### config.mk
export PLATFORM = sky130hd
export DESIGN_NAME = readout_ctrl
export DESIGN_NICKNAME = d
export VERILOG_FILES = /design/src/pkg/readout_pkg.sv /design/src/design/pulse_train.sv /design/src/design/readout_ctrl.sv
export VERILOG_INCLUDE_DIRS = /design/src /design/src/pkg
export SDC_FILE = /design/constraint.sdc
export NUM_CORES = 1
export LEC_CHECK = 0
export BUFFER_PORTS_ARGS = -buffer_cell sky130_fd_sc_hd__buf_2
export CELL_PAD_IN_SITES_DETAIL_PLACEMENT = 0
export CELL_PAD_IN_SITES_GLOBAL_PLACEMENT = 2
export CORE_MARGIN = 2
export CORE_UTILIZATION = 30
export CTS_BUF_LIST = sky130_fd_sc_hd__clkbuf_8 sky130_fd_sc_hd__clkbuf_16
export DETAILED_ROUTE_END_ITERATION = 16
export GPL_TIMING_DRIVEN = 0
export PLACE_DENSITY = 0.69
export SYNTH_ARGS = -nofsm -noshare
export SYNTH_HDL_FRONTEND = slang
export SYNTH_SLANG_ARGS = --single-unit
### constraint.sdc
create_clock -name sys_clk -period 9.8 [get_ports sys_clk]
set_input_delay 0.98 -clock sys_clk [delete_from_list [all_inputs] [get_ports sys_clk]]
set_output_delay 0.98 -clock sys_clk [all_outputs]
set_load 0.02 [all_outputs]
### src/pkg/readout_defs.svh
// register offsets, field positions, reset values and timing counts of the readout block
`ifndef READOUT_DEFS_SVH
`define READOUT_DEFS_SVH

// register map
`define REG_STATUS 8'h00
`define REG_OP_MODE 8'h10
`define REG_SLOT_ENABLE 8'h11
`define REG_SAMPLE_FREQ 8'h12
`define REG_LED_SELECT 8'h14
`define REG_AVG_COUNT 8'h15
`define REG_OFFSET_FIRST 8'h18
`define REG_OFFSET_LAST 8'h21
`define REG_SLOT_A_TIMING 8'h30
`define REG_SLOT_A_PULSE 8'h31
`define REG_SLOT_B_TIMING 8'h35
`define REG_SLOT_B_PULSE 8'h36
`define REG_ANALOG_PATH 8'h45

// offset registers used by each slot (third channel of each slot)
`define OFFSET_IDX_A 4'h2
`define OFFSET_IDX_B 4'h8
`define OFFSET_COUNT 10

// field positions
`define PULSE_COUNT_MSB 15
`define PULSE_COUNT_LSB 8
`define PULSE_PERIOD_MSB 7
`define PULSE_PERIOD_LSB 0
`define PULSE_WIDTH_MSB 12
`define PULSE_WIDTH_LSB 8
`define PULSE_OFFSET_MSB 7
`define PULSE_OFFSET_LSB 0
`define AVG_A_MSB 6
`define AVG_A_LSB 4
`define AVG_B_MSB 10
`define AVG_B_LSB 8
`define SLOT_A_EN_BIT 0
`define SLOT_B_EN_BIT 2
`define LED_SEL_A_BIT 8
`define LED_SEL_B_BIT 10

// values and reset values
`define MODE_PROGRAM 16'h0001
`define MODE_RUN 16'h0002
`define DIRECT_AMP_CONV_CODE 16'hB065
`define RST_OP_MODE 16'h0001
`define RST_SAMPLE_FREQ 16'h0008
`define RST_ZERO 16'h0000

// timing: clock period, one microsecond, base tick of the sample frequency divider
`define CLK_PERIOD_NS 100
`define ONE_US_NS 1000
`define CYC_PER_US (`ONE_US_NS / `CLK_PERIOD_NS)
`define FS_TICK_US 125
`define FS_TICK_CYCLES (`FS_TICK_US * `CYC_PER_US)

`endif

### src/pkg/readout_pkg.sv
// types shared by the readout control block
`default_nettype none
package readout_pkg;
	typedef enum logic [2:0] {
		SEQ_IDLE = 3'b001,
		SEQ_SLOT_A = 3'b010,
		SEQ_SLOT_B = 3'b100
	} seq_state_t;

	typedef enum logic [3:0] {
		PH_IDLE = 4'b0001,
		PH_OFFSET = 4'b0010,
		PH_PULSE = 4'b0100,
		PH_GAP = 4'b1000
	} pulse_phase_t;
endpackage
`default_nettype wire

### src/design/pulse_train.sv
// led pulse train generator for one time slot of one internal sample
`include "readout_defs.svh"
`default_nettype none
module pulse_train (
	input wire logic sys_clk,
	input wire logic rst_n,
	input wire logic start,
	input wire logic [7:0] offset_us,
	input wire logic [4:0] width_us,
	input wire logic [7:0] period_us,
	input wire logic [7:0] pulse_count,
	output logic led_on_r,
	output logic take_r,
	output logic done_r
);
	readout_pkg::pulse_phase_t phase_r;
	logic [15:0] cnt_r;
	logic [7:0] sent_r;
	logic [15:0] offset_cyc;
	logic [15:0] width_cyc;
	logic [15:0] period_cyc;

	// phase lengths in cycles; a zero width still gives one microsecond of light
	assign offset_cyc = 16'(offset_us) * 16'(`CYC_PER_US);
	assign width_cyc = ((width_us == 5'h00) ? 16'h0001 : 16'(width_us)) * 16'(`CYC_PER_US);
	assign period_cyc = 16'(period_us) * 16'(`CYC_PER_US);

	// the count runs from the start of each pulse so the period is start to start
	always_ff @(posedge sys_clk or negedge rst_n) begin
		if (!rst_n) begin
			phase_r <= readout_pkg::PH_IDLE;
			cnt_r <= 16'h0000;
			sent_r <= 8'h00;
			led_on_r <= 1'b0;
			take_r <= 1'b0;
			done_r <= 1'b0;
		end else begin
			take_r <= 1'b0;
			done_r <= 1'b0;
			case (phase_r)
				readout_pkg::PH_IDLE: begin
					cnt_r <= 16'h0000;
					sent_r <= 8'h00;
					if (start) begin
						if (pulse_count == 8'h00) begin
							done_r <= 1'b1;
						end else begin
							phase_r <= readout_pkg::PH_OFFSET;
						end
					end
				end
				readout_pkg::PH_OFFSET: begin
					if (cnt_r + 16'h0001 >= offset_cyc) begin
						cnt_r <= 16'h0000;
						led_on_r <= 1'b1;
						phase_r <= readout_pkg::PH_PULSE;
					end else begin
						cnt_r <= cnt_r + 16'h0001;
					end
				end
				readout_pkg::PH_PULSE: begin
					cnt_r <= cnt_r + 16'h0001;
					if (cnt_r + 16'h0001 >= width_cyc) begin
						led_on_r <= 1'b0;
						take_r <= 1'b1;
						sent_r <= sent_r + 8'h01;
						if (sent_r + 8'h01 == pulse_count) begin
							done_r <= 1'b1;
							phase_r <= readout_pkg::PH_IDLE;
						end else begin
							phase_r <= readout_pkg::PH_GAP;
						end
					end
				end
				readout_pkg::PH_GAP: begin
					if (cnt_r + 16'h0001 >= period_cyc) begin
						cnt_r <= 16'h0000;
						led_on_r <= 1'b1;
						phase_r <= readout_pkg::PH_PULSE;
					end else begin
						cnt_r <= cnt_r + 16'h0001;
					end
				end
				default: begin
					phase_r <= readout_pkg::PH_IDLE;
					led_on_r <= 1'b0;
				end
			endcase
		end
	end
endmodule // pulse_train
`default_nettype wire

### src/design/readout_ctrl.sv
// sample timing, pulse repetition, averaging and diagnostic path control
//
// Contract
// [RULE1] each internal sample emits the slot's pulse count of led pulses
// [RULE2] internal samples per slot are combined as set by the averaging fields
// [RULE3] pulses per output word equal pulse count times averaged samples
// [RULE4] output word rate is sample rate divided by samples combined
// [RULE5] host raises sample frequency by the averaging factor to hold output rate
// [RULE6] host keeps pulse count at sixteen or less for best efficiency
// [RULE7] each enabled slot drives its chosen emitter for the width, once per pulse
// [RULE8] host enters diagnostic mode with 0xB065 and zeroed converter offsets
// [RULE9] diagnostic mode feeds amplifier straight to converter, background light only
// [RULE10] diagnostic values fall as light rises; relative measure only
// [RULE11] host writes program state to mode register before configuring
// [RULE12] host restores analog and offset registers when leaving diagnostic mode
`include "readout_defs.svh"
`default_nettype none
module readout_ctrl (
	input wire logic sys_clk,
	input wire logic rst_n,
	input wire logic [7:0] reg_addr,
	input wire logic [15:0] reg_wdata,
	input wire logic reg_wr,
	input wire logic reg_rd,
	output logic [15:0] reg_rdata_r,
	input wire logic [13:0] conv_data,
	output logic led_first_r,
	output logic led_second_r,
	output logic amp_bypass_r,
	output logic [26:0] data_word_r,
	output logic data_valid_r,
	output logic data_slot_r
);
	logic [15:0] op_mode_r;
	logic [15:0] slot_enable_r;
	logic [15:0] sample_freq_r;
	logic [15:0] led_select_r;
	logic [15:0] avg_count_r;
	logic [15:0] slot_a_timing_r;
	logic [15:0] slot_a_pulse_r;
	logic [15:0] slot_b_timing_r;
	logic [15:0] slot_b_pulse_r;
	logic [15:0] analog_path_r;
	logic [15:0] offset_r [`OFFSET_COUNT];
	logic [15:0] reg_rdata_nxt;
	logic running;
	logic direct_mode;
	logic [15:0] tick_cnt_r;
	logic [15:0] fs_cnt_r;
	logic sample_tick_r;
	readout_pkg::seq_state_t seq_r;
	logic slot_sel_r;
	logic start_r;
	logic led_on;
	logic take;
	logic done;
	logic [15:0] cur_timing;
	logic [15:0] cur_pulse;
	logic [13:0] cur_offset;
	logic [13:0] sample_val;
	logic [4:0] off_idx;

	assign running = (op_mode_r == `MODE_RUN);
	assign direct_mode = (analog_path_r == `DIRECT_AMP_CONV_CODE);

	// register writes other than the mode register only take effect in the program state
	// [RULE11] program state gate
	always_ff @(posedge sys_clk or negedge rst_n) begin
		if (!rst_n) begin
			op_mode_r <= `RST_OP_MODE;
			slot_enable_r <= `RST_ZERO;
			sample_freq_r <= `RST_SAMPLE_FREQ;
			led_select_r <= `RST_ZERO;
			avg_count_r <= `RST_ZERO;
			slot_a_timing_r <= `RST_ZERO;
			slot_a_pulse_r <= `RST_ZERO;
			slot_b_timing_r <= `RST_ZERO;
			slot_b_pulse_r <= `RST_ZERO;
			analog_path_r <= `RST_ZERO;
		end else if (reg_wr) begin
			if (reg_addr == `REG_OP_MODE) begin
				op_mode_r <= reg_wdata;
			end else if (op_mode_r == `MODE_PROGRAM) begin
				if (reg_addr == `REG_SLOT_ENABLE) begin
					slot_enable_r <= reg_wdata;
				end else if (reg_addr == `REG_SAMPLE_FREQ) begin
					sample_freq_r <= reg_wdata;
				end else if (reg_addr == `REG_LED_SELECT) begin
					led_select_r <= reg_wdata;
				end else if (reg_addr == `REG_AVG_COUNT) begin
					avg_count_r <= reg_wdata;
				end else if (reg_addr == `REG_SLOT_A_TIMING) begin
					slot_a_timing_r <= reg_wdata;
				end else if (reg_addr == `REG_SLOT_A_PULSE) begin
					slot_a_pulse_r <= reg_wdata;
				end else if (reg_addr == `REG_SLOT_B_TIMING) begin
					slot_b_timing_r <= reg_wdata;
				end else if (reg_addr == `REG_SLOT_B_PULSE) begin
					slot_b_pulse_r <= reg_wdata;
				end else if (reg_addr == `REG_ANALOG_PATH) begin
					analog_path_r <= reg_wdata;
				end
			end
		end
	end

	// converter offset registers, one per channel per slot
	// [RULE8] offsets writable for diagnostic entry
	generate
		for (genvar i = 0; i < `OFFSET_COUNT; i++) begin : g_offset
			always_ff @(posedge sys_clk or negedge rst_n) begin
				if (!rst_n) begin
					offset_r[i] <= `RST_ZERO;
				end else if (reg_wr && op_mode_r == `MODE_PROGRAM
					&& reg_addr == `REG_OFFSET_FIRST + 8'(i)) begin
					offset_r[i] <= reg_wdata;
				end
			end
		end
	endgenerate

	// read mux; unmapped addresses read as zero
	assign off_idx = 5'(reg_addr - `REG_OFFSET_FIRST);
	always_comb begin
		reg_rdata_nxt = 16'h0000;
		if (reg_addr == `REG_STATUS) begin
			reg_rdata_nxt = {11'h000, direct_mode, slot_sel_r, seq_r};
		end else if (reg_addr == `REG_OP_MODE) begin
			reg_rdata_nxt = op_mode_r;
		end else if (reg_addr == `REG_SLOT_ENABLE) begin
			reg_rdata_nxt = slot_enable_r;
		end else if (reg_addr == `REG_SAMPLE_FREQ) begin
			reg_rdata_nxt = sample_freq_r;
		end else if (reg_addr == `REG_LED_SELECT) begin
			reg_rdata_nxt = led_select_r;
		end else if (reg_addr == `REG_AVG_COUNT) begin
			reg_rdata_nxt = avg_count_r;
		end else if (reg_addr >= `REG_OFFSET_FIRST && reg_addr <= `REG_OFFSET_LAST) begin
			reg_rdata_nxt = offset_r[off_idx[3:0]];
		end else if (reg_addr == `REG_SLOT_A_TIMING) begin
			reg_rdata_nxt = slot_a_timing_r;
		end else if (reg_addr == `REG_SLOT_A_PULSE) begin
			reg_rdata_nxt = slot_a_pulse_r;
		end else if (reg_addr == `REG_SLOT_B_TIMING) begin
			reg_rdata_nxt = slot_b_timing_r;
		end else if (reg_addr == `REG_SLOT_B_PULSE) begin
			reg_rdata_nxt = slot_b_pulse_r;
		end else if (reg_addr == `REG_ANALOG_PATH) begin
			reg_rdata_nxt = analog_path_r;
		end
	end

	always_ff @(posedge sys_clk or negedge rst_n) begin
		if (!rst_n) begin
			reg_rdata_r <= 16'h0000;
		end else if (reg_rd) begin
			reg_rdata_r <= reg_rdata_nxt;
		end
	end

	// sample clock: one internal sample every sample_freq base ticks
	// a zero divisor is treated as one so the timer never stalls
	always_ff @(posedge sys_clk or negedge rst_n) begin
		if (!rst_n) begin
			tick_cnt_r <= 16'h0000;
			fs_cnt_r <= 16'h0000;
			sample_tick_r <= 1'b0;
		end else begin
			sample_tick_r <= 1'b0;
			if (!running) begin
				tick_cnt_r <= 16'h0000;
				fs_cnt_r <= 16'h0000;
			end else if (tick_cnt_r == 16'(`FS_TICK_CYCLES - 1)) begin
				tick_cnt_r <= 16'h0000;
				if (fs_cnt_r + 16'h0001 >= sample_freq_r) begin
					fs_cnt_r <= 16'h0000;
					sample_tick_r <= 1'b1;
				end else begin
					fs_cnt_r <= fs_cnt_r + 16'h0001;
				end
			end else begin
				tick_cnt_r <= tick_cnt_r + 16'h0001;
			end
		end
	end

	// slot sequencer: slot A then slot B within each internal sample
	// a tick that lands while a sample is still running is dropped
	always_ff @(posedge sys_clk or negedge rst_n) begin
		if (!rst_n) begin
			seq_r <= readout_pkg::SEQ_IDLE;
			slot_sel_r <= 1'b0;
			start_r <= 1'b0;
		end else begin
			start_r <= 1'b0;
			case (seq_r)
				readout_pkg::SEQ_IDLE: begin
					if (sample_tick_r && slot_enable_r[`SLOT_A_EN_BIT]) begin
						seq_r <= readout_pkg::SEQ_SLOT_A;
						slot_sel_r <= 1'b0;
						start_r <= 1'b1;
					end else if (sample_tick_r && slot_enable_r[`SLOT_B_EN_BIT]) begin
						seq_r <= readout_pkg::SEQ_SLOT_B;
						slot_sel_r <= 1'b1;
						start_r <= 1'b1;
					end
				end
				readout_pkg::SEQ_SLOT_A: begin
					if (done && slot_enable_r[`SLOT_B_EN_BIT]) begin
						seq_r <= readout_pkg::SEQ_SLOT_B;
						slot_sel_r <= 1'b1;
						start_r <= 1'b1;
					end else if (done) begin
						seq_r <= readout_pkg::SEQ_IDLE;
					end
				end
				readout_pkg::SEQ_SLOT_B: begin
					if (done) begin
						seq_r <= readout_pkg::SEQ_IDLE;
					end
				end
				default: begin
					seq_r <= readout_pkg::SEQ_IDLE;
				end
			endcase
		end
	end

	// parameters of the slot being pulsed
	assign cur_timing = slot_sel_r ? slot_b_timing_r : slot_a_timing_r;
	assign cur_pulse = slot_sel_r ? slot_b_pulse_r : slot_a_pulse_r;
	assign cur_offset = slot_sel_r ? offset_r[`OFFSET_IDX_B][13:0]
		: offset_r[`OFFSET_IDX_A][13:0];

	// [RULE1] pulses per sample
	pulse_train u_pulse_train (
		.sys_clk(sys_clk),
		.rst_n(rst_n),
		.start(start_r),
		.offset_us(cur_timing[`PULSE_OFFSET_MSB:`PULSE_OFFSET_LSB]),
		.width_us(cur_timing[`PULSE_WIDTH_MSB:`PULSE_WIDTH_LSB]),
		.period_us(cur_pulse[`PULSE_PERIOD_MSB:`PULSE_PERIOD_LSB]),
		.pulse_count(cur_pulse[`PULSE_COUNT_MSB:`PULSE_COUNT_LSB]),
		.led_on_r(led_on),
		.take_r(take),
		.done_r(done)
	);

	// emitter steering; the diagnostic path keeps both emitters dark
	// [RULE7] drive selected emitter
	// [RULE9] no led in diagnostic mode
	always_ff @(posedge sys_clk or negedge rst_n) begin
		if (!rst_n) begin
			led_first_r <= 1'b0;
			led_second_r <= 1'b0;
			amp_bypass_r <= 1'b0;
		end else begin
			amp_bypass_r <= direct_mode;
			led_first_r <= led_on && !direct_mode
				&& !led_select_r[slot_sel_r ? `LED_SEL_B_BIT : `LED_SEL_A_BIT];
			led_second_r <= led_on && !direct_mode
				&& led_select_r[slot_sel_r ? `LED_SEL_B_BIT : `LED_SEL_A_BIT];
		end
	end

	// normal path removes the offset and clamps at zero; the direct path passes raw
	// converter codes, which drop as light rises since the amplifier inverts
	// [RULE10] raw inverted codes
	assign sample_val = direct_mode ? conv_data
		: ((conv_data > cur_offset) ? conv_data - cur_offset : 14'h0000);

	// per-slot burst sum and inter-sample averaging; the sum is not divided so
	// no resolution is lost, at the cost of a word that grows with the count
	logic [26:0] sum_r [2];
	logic [7:0] samples_r [2];
	logic [1:0] emit;
	generate
		for (genvar s = 0; s < 2; s++) begin : g_slot
			logic [2:0] avg_sel;
			logic [7:0] avg_target;
			assign avg_sel = (s == 0) ? avg_count_r[`AVG_A_MSB:`AVG_A_LSB]
				: avg_count_r[`AVG_B_MSB:`AVG_B_LSB];
			// [RULE2] samples combined per word
			assign avg_target = 8'h01 << avg_sel;
			// [RULE4] one word per target samples
			assign emit[s] = running && done && (slot_sel_r == 1'(s))
				&& (samples_r[s] + 8'h01 >= avg_target);
			// [RULE3] pulses times samples summed
			always_ff @(posedge sys_clk or negedge rst_n) begin
				if (!rst_n) begin
					sum_r[s] <= 27'h0000000;
					samples_r[s] <= 8'h00;
				end else if (!running) begin
					sum_r[s] <= 27'h0000000;
					samples_r[s] <= 8'h00;
				end else if (emit[s]) begin
					sum_r[s] <= 27'h0000000;
					samples_r[s] <= 8'h00;
				end else if (slot_sel_r == 1'(s)) begin
					// the last pulse's take lands with done, so both are applied
					if (done) begin
						samples_r[s] <= samples_r[s] + 8'h01;
					end
					if (take) begin
						sum_r[s] <= sum_r[s] + 27'(sample_val);
					end
				end
			end
		end
	endgenerate

	// output word, presented for one cycle when a slot's average completes
	always_ff @(posedge sys_clk or negedge rst_n) begin
		if (!rst_n) begin
			data_word_r <= 27'h0000000;
			data_valid_r <= 1'b0;
			data_slot_r <= 1'b0;
		end else begin
			data_valid_r <= |emit;
			if (|emit) begin
				// fold in the final pulse, whose take coincides with the emit
				data_word_r <= sum_r[slot_sel_r] + (take ? 27'(sample_val) : 27'h0000000);
				data_slot_r <= slot_sel_r;
			end
		end
	end
endmodule // readout_ctrl
`default_nettype wire

Yosys cells after proc, flatten, opt, wreduce, memory -nomap -nowiden:

Index checks and enable logic that the tools add are counted.

* output and inout port bits: 48
* word-level logic and storage cells: 269
* bits in registers: 507

* bitwise operators: 13
* multiplexer cells: 89
* order comparisons: 12
* equality and inequality tests: 46
* shifts and indexed selects: 2
* reduce and logical (&&, ||, !) cells: 50
* add/sub/neg operators: 11
* multiply operators: 3

Operators by type and width (count)
* $mux 16: 22
* $mux 27: 11
* $eq 8x5->1 const B: 13
* $add 27x14->27: 3
* $mux 8: 9
* $bmux 16 s4: 1
* $pmux 16 s4: 1
* $mux 14: 4
* $add 16x1->16 const B: 3
* $eq 8x6->1 const B: 6
* $ge 16x12->1: 2
* $ge 16x16->1: 2
* $add 8x1->8 const B: 3
* $mux 4: 6
* $logic_and 1x1->1: 23
* $mul 8x3->11 const B: 2
* $mux 1: 20
* $eq 16x1->1 const B: 1
* $eq 16x11->1 const B: 1
* $eq 16x16->1 const B: 1
* $eq 16x2->1 const B: 1
* $ge 8x8->1: 2
* $logic_not 8->1: 2
* $mul 16x3->15 const B: 1
* other kinds (52): 86

Longest topological paths before layout:

Gate-level depths: netlist (run 1).

* word-level depth: 13
* depth in mapped cells: 29
* gate-level depth less buffers: 24

By module:

From an unflattened synthesis (run 1), not the netlist that was laid out.

* cells, all modules: 2770
* area total of the unflattened synthesis: 29593.4 µm²

Modules (own cells, without submodules)
* readout_ctrl: sequential area each 11915.2 µm², instances 1, area each 26133.8 µm², cells each 2365
* pulse_train: sequential area each 777.0 µm², instances 1, area each 3459.6 µm², cells each 405

Least setup slack after synthesis (run 1):

OpenSTA, ideal clock, no wires.

* path kind: register -> register
* start: reg slot_sel_r
* end: reg data_word_r[26]
* path slack: 3.508 ns
* data arrival time: 6.165 ns
* cell stages (with the launch flop): 30
* setup time: 0.128 ns
* required time: 9.672 ns
* path through: dfrtp_1 buf_2 buf_2 buf_2 buf_2 buf_1 mux2_2 ha_1 fa_1 nor2b_1 o21ai_0 a21oi_1 o221a_2 o41a_1 a21o_1 a21oi_1 o31ai_1 and2_1 ha_1 inv_1 fa_1 nor2b_1 o31a_1 o41ai_1 a211o_1 o21ai_1 nand2_1 nor4_1 xor2_1 o21ai_0

* word-level cells in the longest chain between the ends: 6

Ends and longest elaborated chain
* from (decl): RTL line readout_ctrl.sv:52 `logic slot_sel_r;`
* from (signal assigned): RTL line readout_ctrl.sv:192 `slot_sel_r <= 1'b0;`
* from (signal assigned): RTL line readout_ctrl.sv:200 `slot_sel_r <= 1'b0;`
* from (signal assigned): RTL line readout_ctrl.sv:204 `slot_sel_r <= 1'b1;`
* $mux 14: RTL line readout_ctrl.sv:232 `` assign cur_offset = slot_sel_r ? offset_r[`OFFSET_IDX_B][13:0] ``
* $sub 14x14->14 or $gt 14x14->1 (tied branches): RTL line readout_ctrl.sv:270 `: ((conv_data > cur_offset) ? conv_data - cur_offset : 14'h0000);`
* $mux 14: RTL line readout_ctrl.sv:270
* $mux 14: RTL line readout_ctrl.sv:269 `assign sample_val = direct_mode ? conv_data`
* $mux 14: RTL line readout_ctrl.sv:322 `data_word_r <= sum_r[slot_sel_r] + (take ? 27'(sample_val) : 27'h0000000);`
* $add 27x14->27: RTL line readout_ctrl.sv:322
* to (signal assigned): RTL line readout_ctrl.sv:322
* to (decl): RTL line readout_ctrl.sv:30 `output logic [26:0] data_word_r,`

Several ways; a longest one is shown, not always the timed one. The select of a mux whose other input is x is not followed.
A chain may end at the register's enable or synchronous reset.

Worst setup path in the final report (run 1):

* start: reg slot_sel_r
* end: reg sum_r[18] (netlist bit)

* word-level cells in the longest chain between the ends: 9

Ends and longest elaborated chain
* $mux 14: RTL line readout_ctrl.sv:232
* $sub 14x14->14 or $gt 14x14->1 (tied branches): RTL line readout_ctrl.sv:270
* $mux 14: RTL line readout_ctrl.sv:270
* $mux 14: RTL line readout_ctrl.sv:269
* $add 27x14->27: RTL line readout_ctrl.sv:305 `sum_r[s] <= sum_r[s] + 27'(sample_val);`
* $mux 27: RTL line readout_ctrl.sv:304 `if (take) begin`
* $mux 27: RTL line readout_ctrl.sv:299 `end else if (slot_sel_r == 1'(s)) begin`
* $mux 27: RTL line readout_ctrl.sv:296 `end else if (emit[s]) begin`
* $mux 27: RTL line readout_ctrl.sv:293 `end else if (!running) begin`
* to (signal, indexed assignment): RTL line readout_ctrl.sv:305
* to (decl): RTL line readout_ctrl.sv:274 `logic [26:0] sum_r [2];`

Several ways; a longest one is shown, not always the timed one. The select of a mux whose other input is x is not followed.

==> flow_metrics.py, run 1 <==
metrics = {
    "clock_tree": {
        "cts_tree": "done",
        "cts_buffer_depth": 3,
        "postCtsSetupBuffers": 0,
        "cts_root_buffer": "clkbuf_16",
        "cts_resized": 0,
        "clock_sinks": 507,
        "clk_latency_ns": 0.63,
        "path_clk_slew_ns": 0.05,
        "cts_max_level": 3,
        "numCtsBuffers": 66,
        "ctsHoldBuffers": 0,
    },
    "sta": {
        "clock_skew_ns": 0.03770,
        "setup_slack_ns": 0.6624,
        "rsz0062_at_grt": "false",
        "worstMarginPinSlew_ns": 1.336,
        "layout_min_cycle_time_ns": 9.138,
        "timing.fmax_ghz": 0.1094,
        "maxSlewHeadroom_pct": 10.27,
        "report.final.hold_viol_count": 0,
        "min_period_over_period_pct": 93.24,
        "setup_viol": 0,
        "drv_slew": 0,
        "final.setup.tns_ns": 0,
    },
    "global_routing": {
        "track_usage_pct": 18.84,
        "grt_first_pass_wirelength_um": 144100,
        "antenna_found_initial": 3,
        "grt_pass1_vias": 22970,
        "grt-ovfl-total": 0,
        "grt_max_degree": 120,
    },
    "place": {
        "dpl_cell_area_mm2": 0.03156,
        "io_buffers": 71,
        "pre_cts_ws_ns": 0.5669,
        "dp_hpwl_um": 72290,
        "place_congestion": 0.8815,
    },
    "logic_synthesis": {
        "synth_edf_count": 0,
        "synth_fp_nets": 2956,
        "synthCells": 2749,
        "ys.warnings.count": 0,
        "ys_types": 96,
        "ys_seq_area_share_pct": 43.09,
        "ys_async_sr_fraction_pct": 100.0,
        "synth_area_mm2": 0.02946,
        "ys.flop_type": "dfrtp_1",
        "synth_area_per_cell_um2": 10.72,
        "ys_seq_elements": 507,
    },
    "worst_setup_path": {
        "worst-path-max-fanout": 10,
        "slowest_stage": "mux2i_1",
        "cpPeakStageDelay_ns": 0.83,
        "cp.required_ns": 10.27,
        "criticalPathCategory": "register to register",
        "path_common_cell": "buf_2",
        "start_kind": "register",
        "crit_path_end_kind": "register",
        "arrival_ns": 9.61,
        "critical_path_buf_inv_count": 7,
        "path_delay_family": "compound AO/OA/AOI/OAI gates",
    },
    "drt": {
        "via_count": 22412,
        "wl_per_cell_um": 22.33,
        "ant_nets": 0,
        "routed_wl_um": 94240,
        "vias_per_cell": 5.310,
        "drt_iter0_drc": 1504,
        "post-route-drc-count": 0,
        "dr.pass1.iters": 5,
    },
    "floorplanning": {
        "die_x_um": 317.4,
        "core_mm2": 0.09699,
        "fp.dieH_um": 317.4,
        "rows": 114,
        "initial_core_util_pct": 30.37,
        "dieArea_mm2": 0.1007,
        "top_level_ports": 90,
    },
    "status": {
        "status": "finished, final reports clean",
    },
    "pwr": {
        "p_leak_nw": 15.78,
        "peakVddDrop_mv": 0.1192,
        "total_power_mw": 4.867,
        "p_per_area_mw_per_mm2": 144.0,
    },
    "final_layout": {
        "area_delta_synth_final_pct": 14.77,
        "design_area_mm2": 0.03381,
        "nets": 3100,
        "largest_reg_flops": 160,
        "largest_register": "offset_r",
        "reg_top3": "offset_r x160, sum_r x54, data_word_r x27",
        "finish.utilization_pct": 34.86,
        "layout-drive-gt1-share_pct": 22.66,
        "fillers": 9715,
    },
    "worst_hold_path": {
        "min_path_type": "input pin to asynchronous set/reset pin",
    },
    "run": {
        "cap_violations": 0,
    },
}
stage by stage:
stage	std cells	hold slack, ns
2_1_floorplan	2749	0.4509
3_3_place_gp	4096	0.4564
3_5_place_dp	4101	0.4650
4_1_cts	4220	0.2946
5_1_grt	4220	0.3143
6_report	4221	0.2936
report_power, final:
group          leakage [nW]  switching [mW]  internal [mW]
Clock                  1.16           0.984           1.50
Combinational          7.77           0.192         0.0767
Sequential             6.85         0.00903           2.10
final timing paths:
| kind | start | endpoint | slack (ns) | depth (start not counted) |
|---|---|---|---|---|
| setup / recovery | slot_sel_r | sum_r[18] | 0.66 | 28 |
| hold / removal | rst_n | sum_r[32] | 0.29 | 1 |
| setup reg to reg | slot_sel_r | sum_r[18] | 0.66 | 28 |
| hold reg to reg | data_word_r[23] | data_word_r[23] | 0.47 | 2 |
| max in group asynchronous | rst_n | sample_freq_r[3] | 7.25 | 5 |
| min in group sys_clk | data_word_r[23] | data_word_r[23] | 0.47 | 2 |
layout make-up:
class	count	area [um^2]	share of cell area, %
antenna	1	2.502	0.007402
buffer	156	665.6	1.969
clock buffer	85	1936	5.725
clock inverter	34	312.8	0.9252
inverter	83	311.5	0.9215
multi-input combinational	2003	15790	46.70
sequential	507	12690	37.54
tap	1276	1597	4.722
timing repair buffer	76	503.0	1.488
Yosys cell counts (25+ instances only):
cell type  number  area share, %
inv_1          82            1.0
mux2_2        353             13
a22oi_1        25           0.64
dfrtp_1       503             43
and3_1         31           0.66
mux4_2         32            2.4
o21ai_0       132            2.2
a211oi_1       25           0.64
ha_1          158            6.7
clkbuf_1      106            1.4
mux2i_1        38            1.3
and2_1         27           0.57
nand4_1        30           0.64
nor2_1        154            2.0
buf_2          41           0.70
a21oi_1       111            1.9
nand2_1       245            3.1
xnor2_1        65            1.9
nand3_1        86            1.5
xor2_1         86            2.6
a21o_1         31           0.79
cells in the final DEF (no fill, tap or decap), drive strengths merged, types with 13 or more instances in the layout:
cell,instances
a31oi,22
inv,95
ha,158
a22o,17
a22oi,25
mux2i,38
clkbuf,192
o21ai,137
a211oi,26
and2,29
nand3,87
nor3,25
a32o,22
o21a,13
a21oi,111
buf,125
o31ai,23
a21o,31
nand2b,24
nor2b,21
nand4,30
and3,33
mux4,32
a221oi,17
o221ai,15
xnor2,65
xor2,86
or3,13
nand2,246
mux2,364
nor4,18
clkinv,16
dfrtp,503
nor2,155
cells by family (layout without fill, tap and decap cells):
| group | Yosys count | after routing | share of synthesized area (%) |
|---|---|---|---|
| AOI/OAI and AO/OA | 536 | 536 | 12.29 |
| xor gates and xnor gates | 151 | 151 | 4.489 |
| adders and majority gates | 165 | 165 | 7.187 |
| buffers and inverters | 239 | 434 | 3.317 |
| DFF | 507 | 507 | 43.09 |
| muxes | 434 | 434 | 17.78 |
| other | 0 | 1 | 0 |
| and+or+nand+nor | 717 | 717 | 11.85 |
per-layer routing:
metal | GRT usage [%] | up-vias | share of wire (%)
met2 | 29.88 | 499 | 46
met3 | 2.674 | 161 | 4.2
met5 | 0 | - | 0.029
met4 | 6.210 | 4 | 3.1
met1 | 26.38 | 11416 | 47
li1 | - | 10332 | -
No activity file was read; power rests on OpenSTA's default activity.
==> run 2, diff against run 1 <==
--- a/config.mk
+++ b/config.mk
@@ -14,7 +14,7 @@
 export CTS_BUF_LIST = sky130_fd_sc_hd__clkbuf_8 sky130_fd_sc_hd__clkbuf_16
 export DETAILED_ROUTE_END_ITERATION = 16
 export GPL_TIMING_DRIVEN = 0
-export PLACE_DENSITY = 0.69
+export PLACE_DENSITY_LB_ADDON = 0.12
 export SYNTH_ARGS = -nofsm -noshare
 export SYNTH_HDL_FRONTEND = slang
 export SYNTH_SLANG_ARGS = --single-unit
==> run 2 against run 1 <==
Effect of this change: flip-flop and latch count is the same; total power is 0.97% higher; sequential power about the same; largest power group unchanged; sequential share of layout area barely moved; clock skew is 0.018 ns lower; die area is the same; core utilization is essentially flat; critical endpoint is now data_word_r[26]; hold slack got worse by 0.055 ns.
==> flow_metrics.py, run 2 (synthesized netlist as in run 1, its figures left out) <==
metrics = {
    "final_layout": {
        "reg_top3": "offset_r x160, sum_r x54, data_word_r x27",
        "largest_register": "offset_r",
        "n_antenna_cell": 0,
        "final_cell_mix": "dfrtp_1, mux2_2, nand2_1",
        "largest_reg_flops": 160,
        "design_area_mm2": 0.03381,
        "nets": 3103,
        "fillers": 9848,
        "area_delta_synth_final_pct": 14.77,
        "layout_commonest_cell": "dfrtp_1",
        "final_cells": 4221,
        "layout-drive-gt1-share_pct": 22.55,
    },
    "worst_setup_path": {
        "cpPeakStageDelay_ns": 0.98,
        "slowest_stage": "buf_1",
        "start_kind": "register",
        "worst-path-max-fanout": 10,
        "cp.required_ns": 10.30,
        "path_common_cell": "buf_2",
        "crit_path_end_kind": "register",
        "critical_path_buf_inv_count": 6,
        "arrival_ns": 9.67,
        "criticalPathCategory": "register to register",
        "path_delay_family": "compound AO/OA/AOI/OAI gates",
    },
    "sta": {
        "report.final.hold_viol_count": 0,
        "drv_slew": 0,
        "maxSlewHeadroom_pct": 10.76,
        "worstMarginPinSlew_ns": 1.331,
        "setup_slack_ns": 0.6262,
        "layout_min_cycle_time_ns": 9.174,
        "rsz0062_at_grt": "false",
        "setup_viol": 0,
        "timing.fmax_ghz": 0.1090,
        "min_period_over_period_pct": 93.61,
        "clock_skew_ns": 0.01947,
    },
    "run": {
        "cap_violations": 0,
    },
    "floorplanning": {
        "die_x_um": 317.4,
        "initial_core_util_pct": 30.37,
        "fp.dieH_um": 317.4,
        "rows": 114,
        "dieArea_mm2": 0.1007,
        "core_mm2": 0.09699,
        "top_level_ports": 90,
    },
    "clock_tree": {
        "cts_root_buffer": "clkbuf_16",
        "clock_sinks": 507,
        "clk_latency_ns": 0.63,
        "postCtsSetupBuffers": 0,
        "path_clk_slew_ns": 0.06,
        "cts_buffer_depth": 3,
        "cts_resized": 0,
        "ctsHoldBuffers": 0,
        "cts_max_level": 3,
        "cts_tree": "done",
        "numCtsBuffers": 67,
    },
    "drt": {
        "dr.pass1.iters": 7,
        "drt_iter0_drc": 1441,
        "routed_wl_um": 102900,
        "post-route-drc-count": 0,
        "vias_per_cell": 5.249,
        "via_count": 22155,
        "wl_per_cell_um": 24.37,
        "ant_nets": 0,
    },
    "place": {
        "dp_hpwl_um": 78000,
        "pre_cts_ws_ns": 0.5720,
        "place_congestion": 0.8386,
        "dp_cells": 4102,
        "dpl_cell_area_mm2": 0.03159,
        "io_buffers": 71,
    },
    "global_routing": {
        "track_usage_pct": 20.51,
        "antenna_found_initial": 5,
        "grt_max_degree": 105,
        "grt-ovfl-total": 0,
        "grt_pass1_vias": 22674,
        "grt_first_pass_wirelength_um": 151900,
    },
    "status": {
        "status": "finished, final reports clean",
    },
    "pwr": {
        "p_per_area_mw_per_mm2": 145.4,
        "p_leak_nw": 15.80,
        "peakVddDrop_mv": 0.1186,
    },
    "worst_hold_path": {
        "min_path_type": "input pin to asynchronous set/reset pin",
    },
}
## run 2: power by group
| group | switching [mW] | internal, mW | total, mW |
|---|---|---|---|
| combinational | 0.199 | 0.0779 | 0.277 |
| sequential | 0.0104 | 2.10 | 2.11 |
| clock | 1.01 | 1.51 | 2.52 |
| total | 1.22 | 3.69 | 4.91 |
## run 2: layer usage
layer / up-vias / global-route usage (%) / wire length [um]
met5: - / 0 / 0
met4: 0 / 6.861 / 3345
met3: 148 / 3.228 / 4561
met2: 486 / 32.92 / 47280
met1: 11194 / 28.16 / 47680
li1: 10327 / - / -
## run 2: path summary, 6_finish.rpt
check | from | end | slack, ns | depth (start not counted)
setup / recovery | slot_sel_r | data_word_r[26] | 0.63 | 29
min in group sys_clk | data_word_r[10] | data_word_r[10] | 0.47 | 2
hold reg to reg | data_word_r[10] | data_word_r[10] | 0.47 | 2
hold / removal | rst_n | u_pulse_train.cnt_r[14] | 0.24 | 1
setup reg to reg | slot_sel_r | data_word_r[26] | 0.63 | 29
max in group asynchronous | rst_n | op_mode_r[0] | 8.03 | 4
## run 2: layout make-up
class | instances | area (um^2) | area share (%)
buffer | 156 | 665.6 | 1.969
clock buffer | 80 | 1867 | 5.521
clock inverter | 38 | 350.3 | 1.036
inverter | 83 | 311.5 | 0.9215
multi-input combinational | 2003 | 15790 | 46.70
sequential | 507 | 12690 | 37.54
tap | 1276 | 1597 | 4.722
timing repair buffer | 78 | 538.0 | 1.591
## run 2: stage by stage
| stage | hold WS (ns) | power [mW] | setup TNS (ns) | util, % |
|---|---|---|---|---|
| global placement | 0.4611 | 2.424 | -1675.53 | 32.38 |
| CTS | 0.2334 | 5.003 | 0 | 34.85 |
| global route | 0.2498 | 5.100 | 0 | 34.86 |
| detailed placement | 0.4669 | 2.435 | 0 | 32.56 |
| finish | 0.2388 | 4.914 | 0 | 34.86 |
| floorplan | 0.4509 | 2.284 | 0 | - |
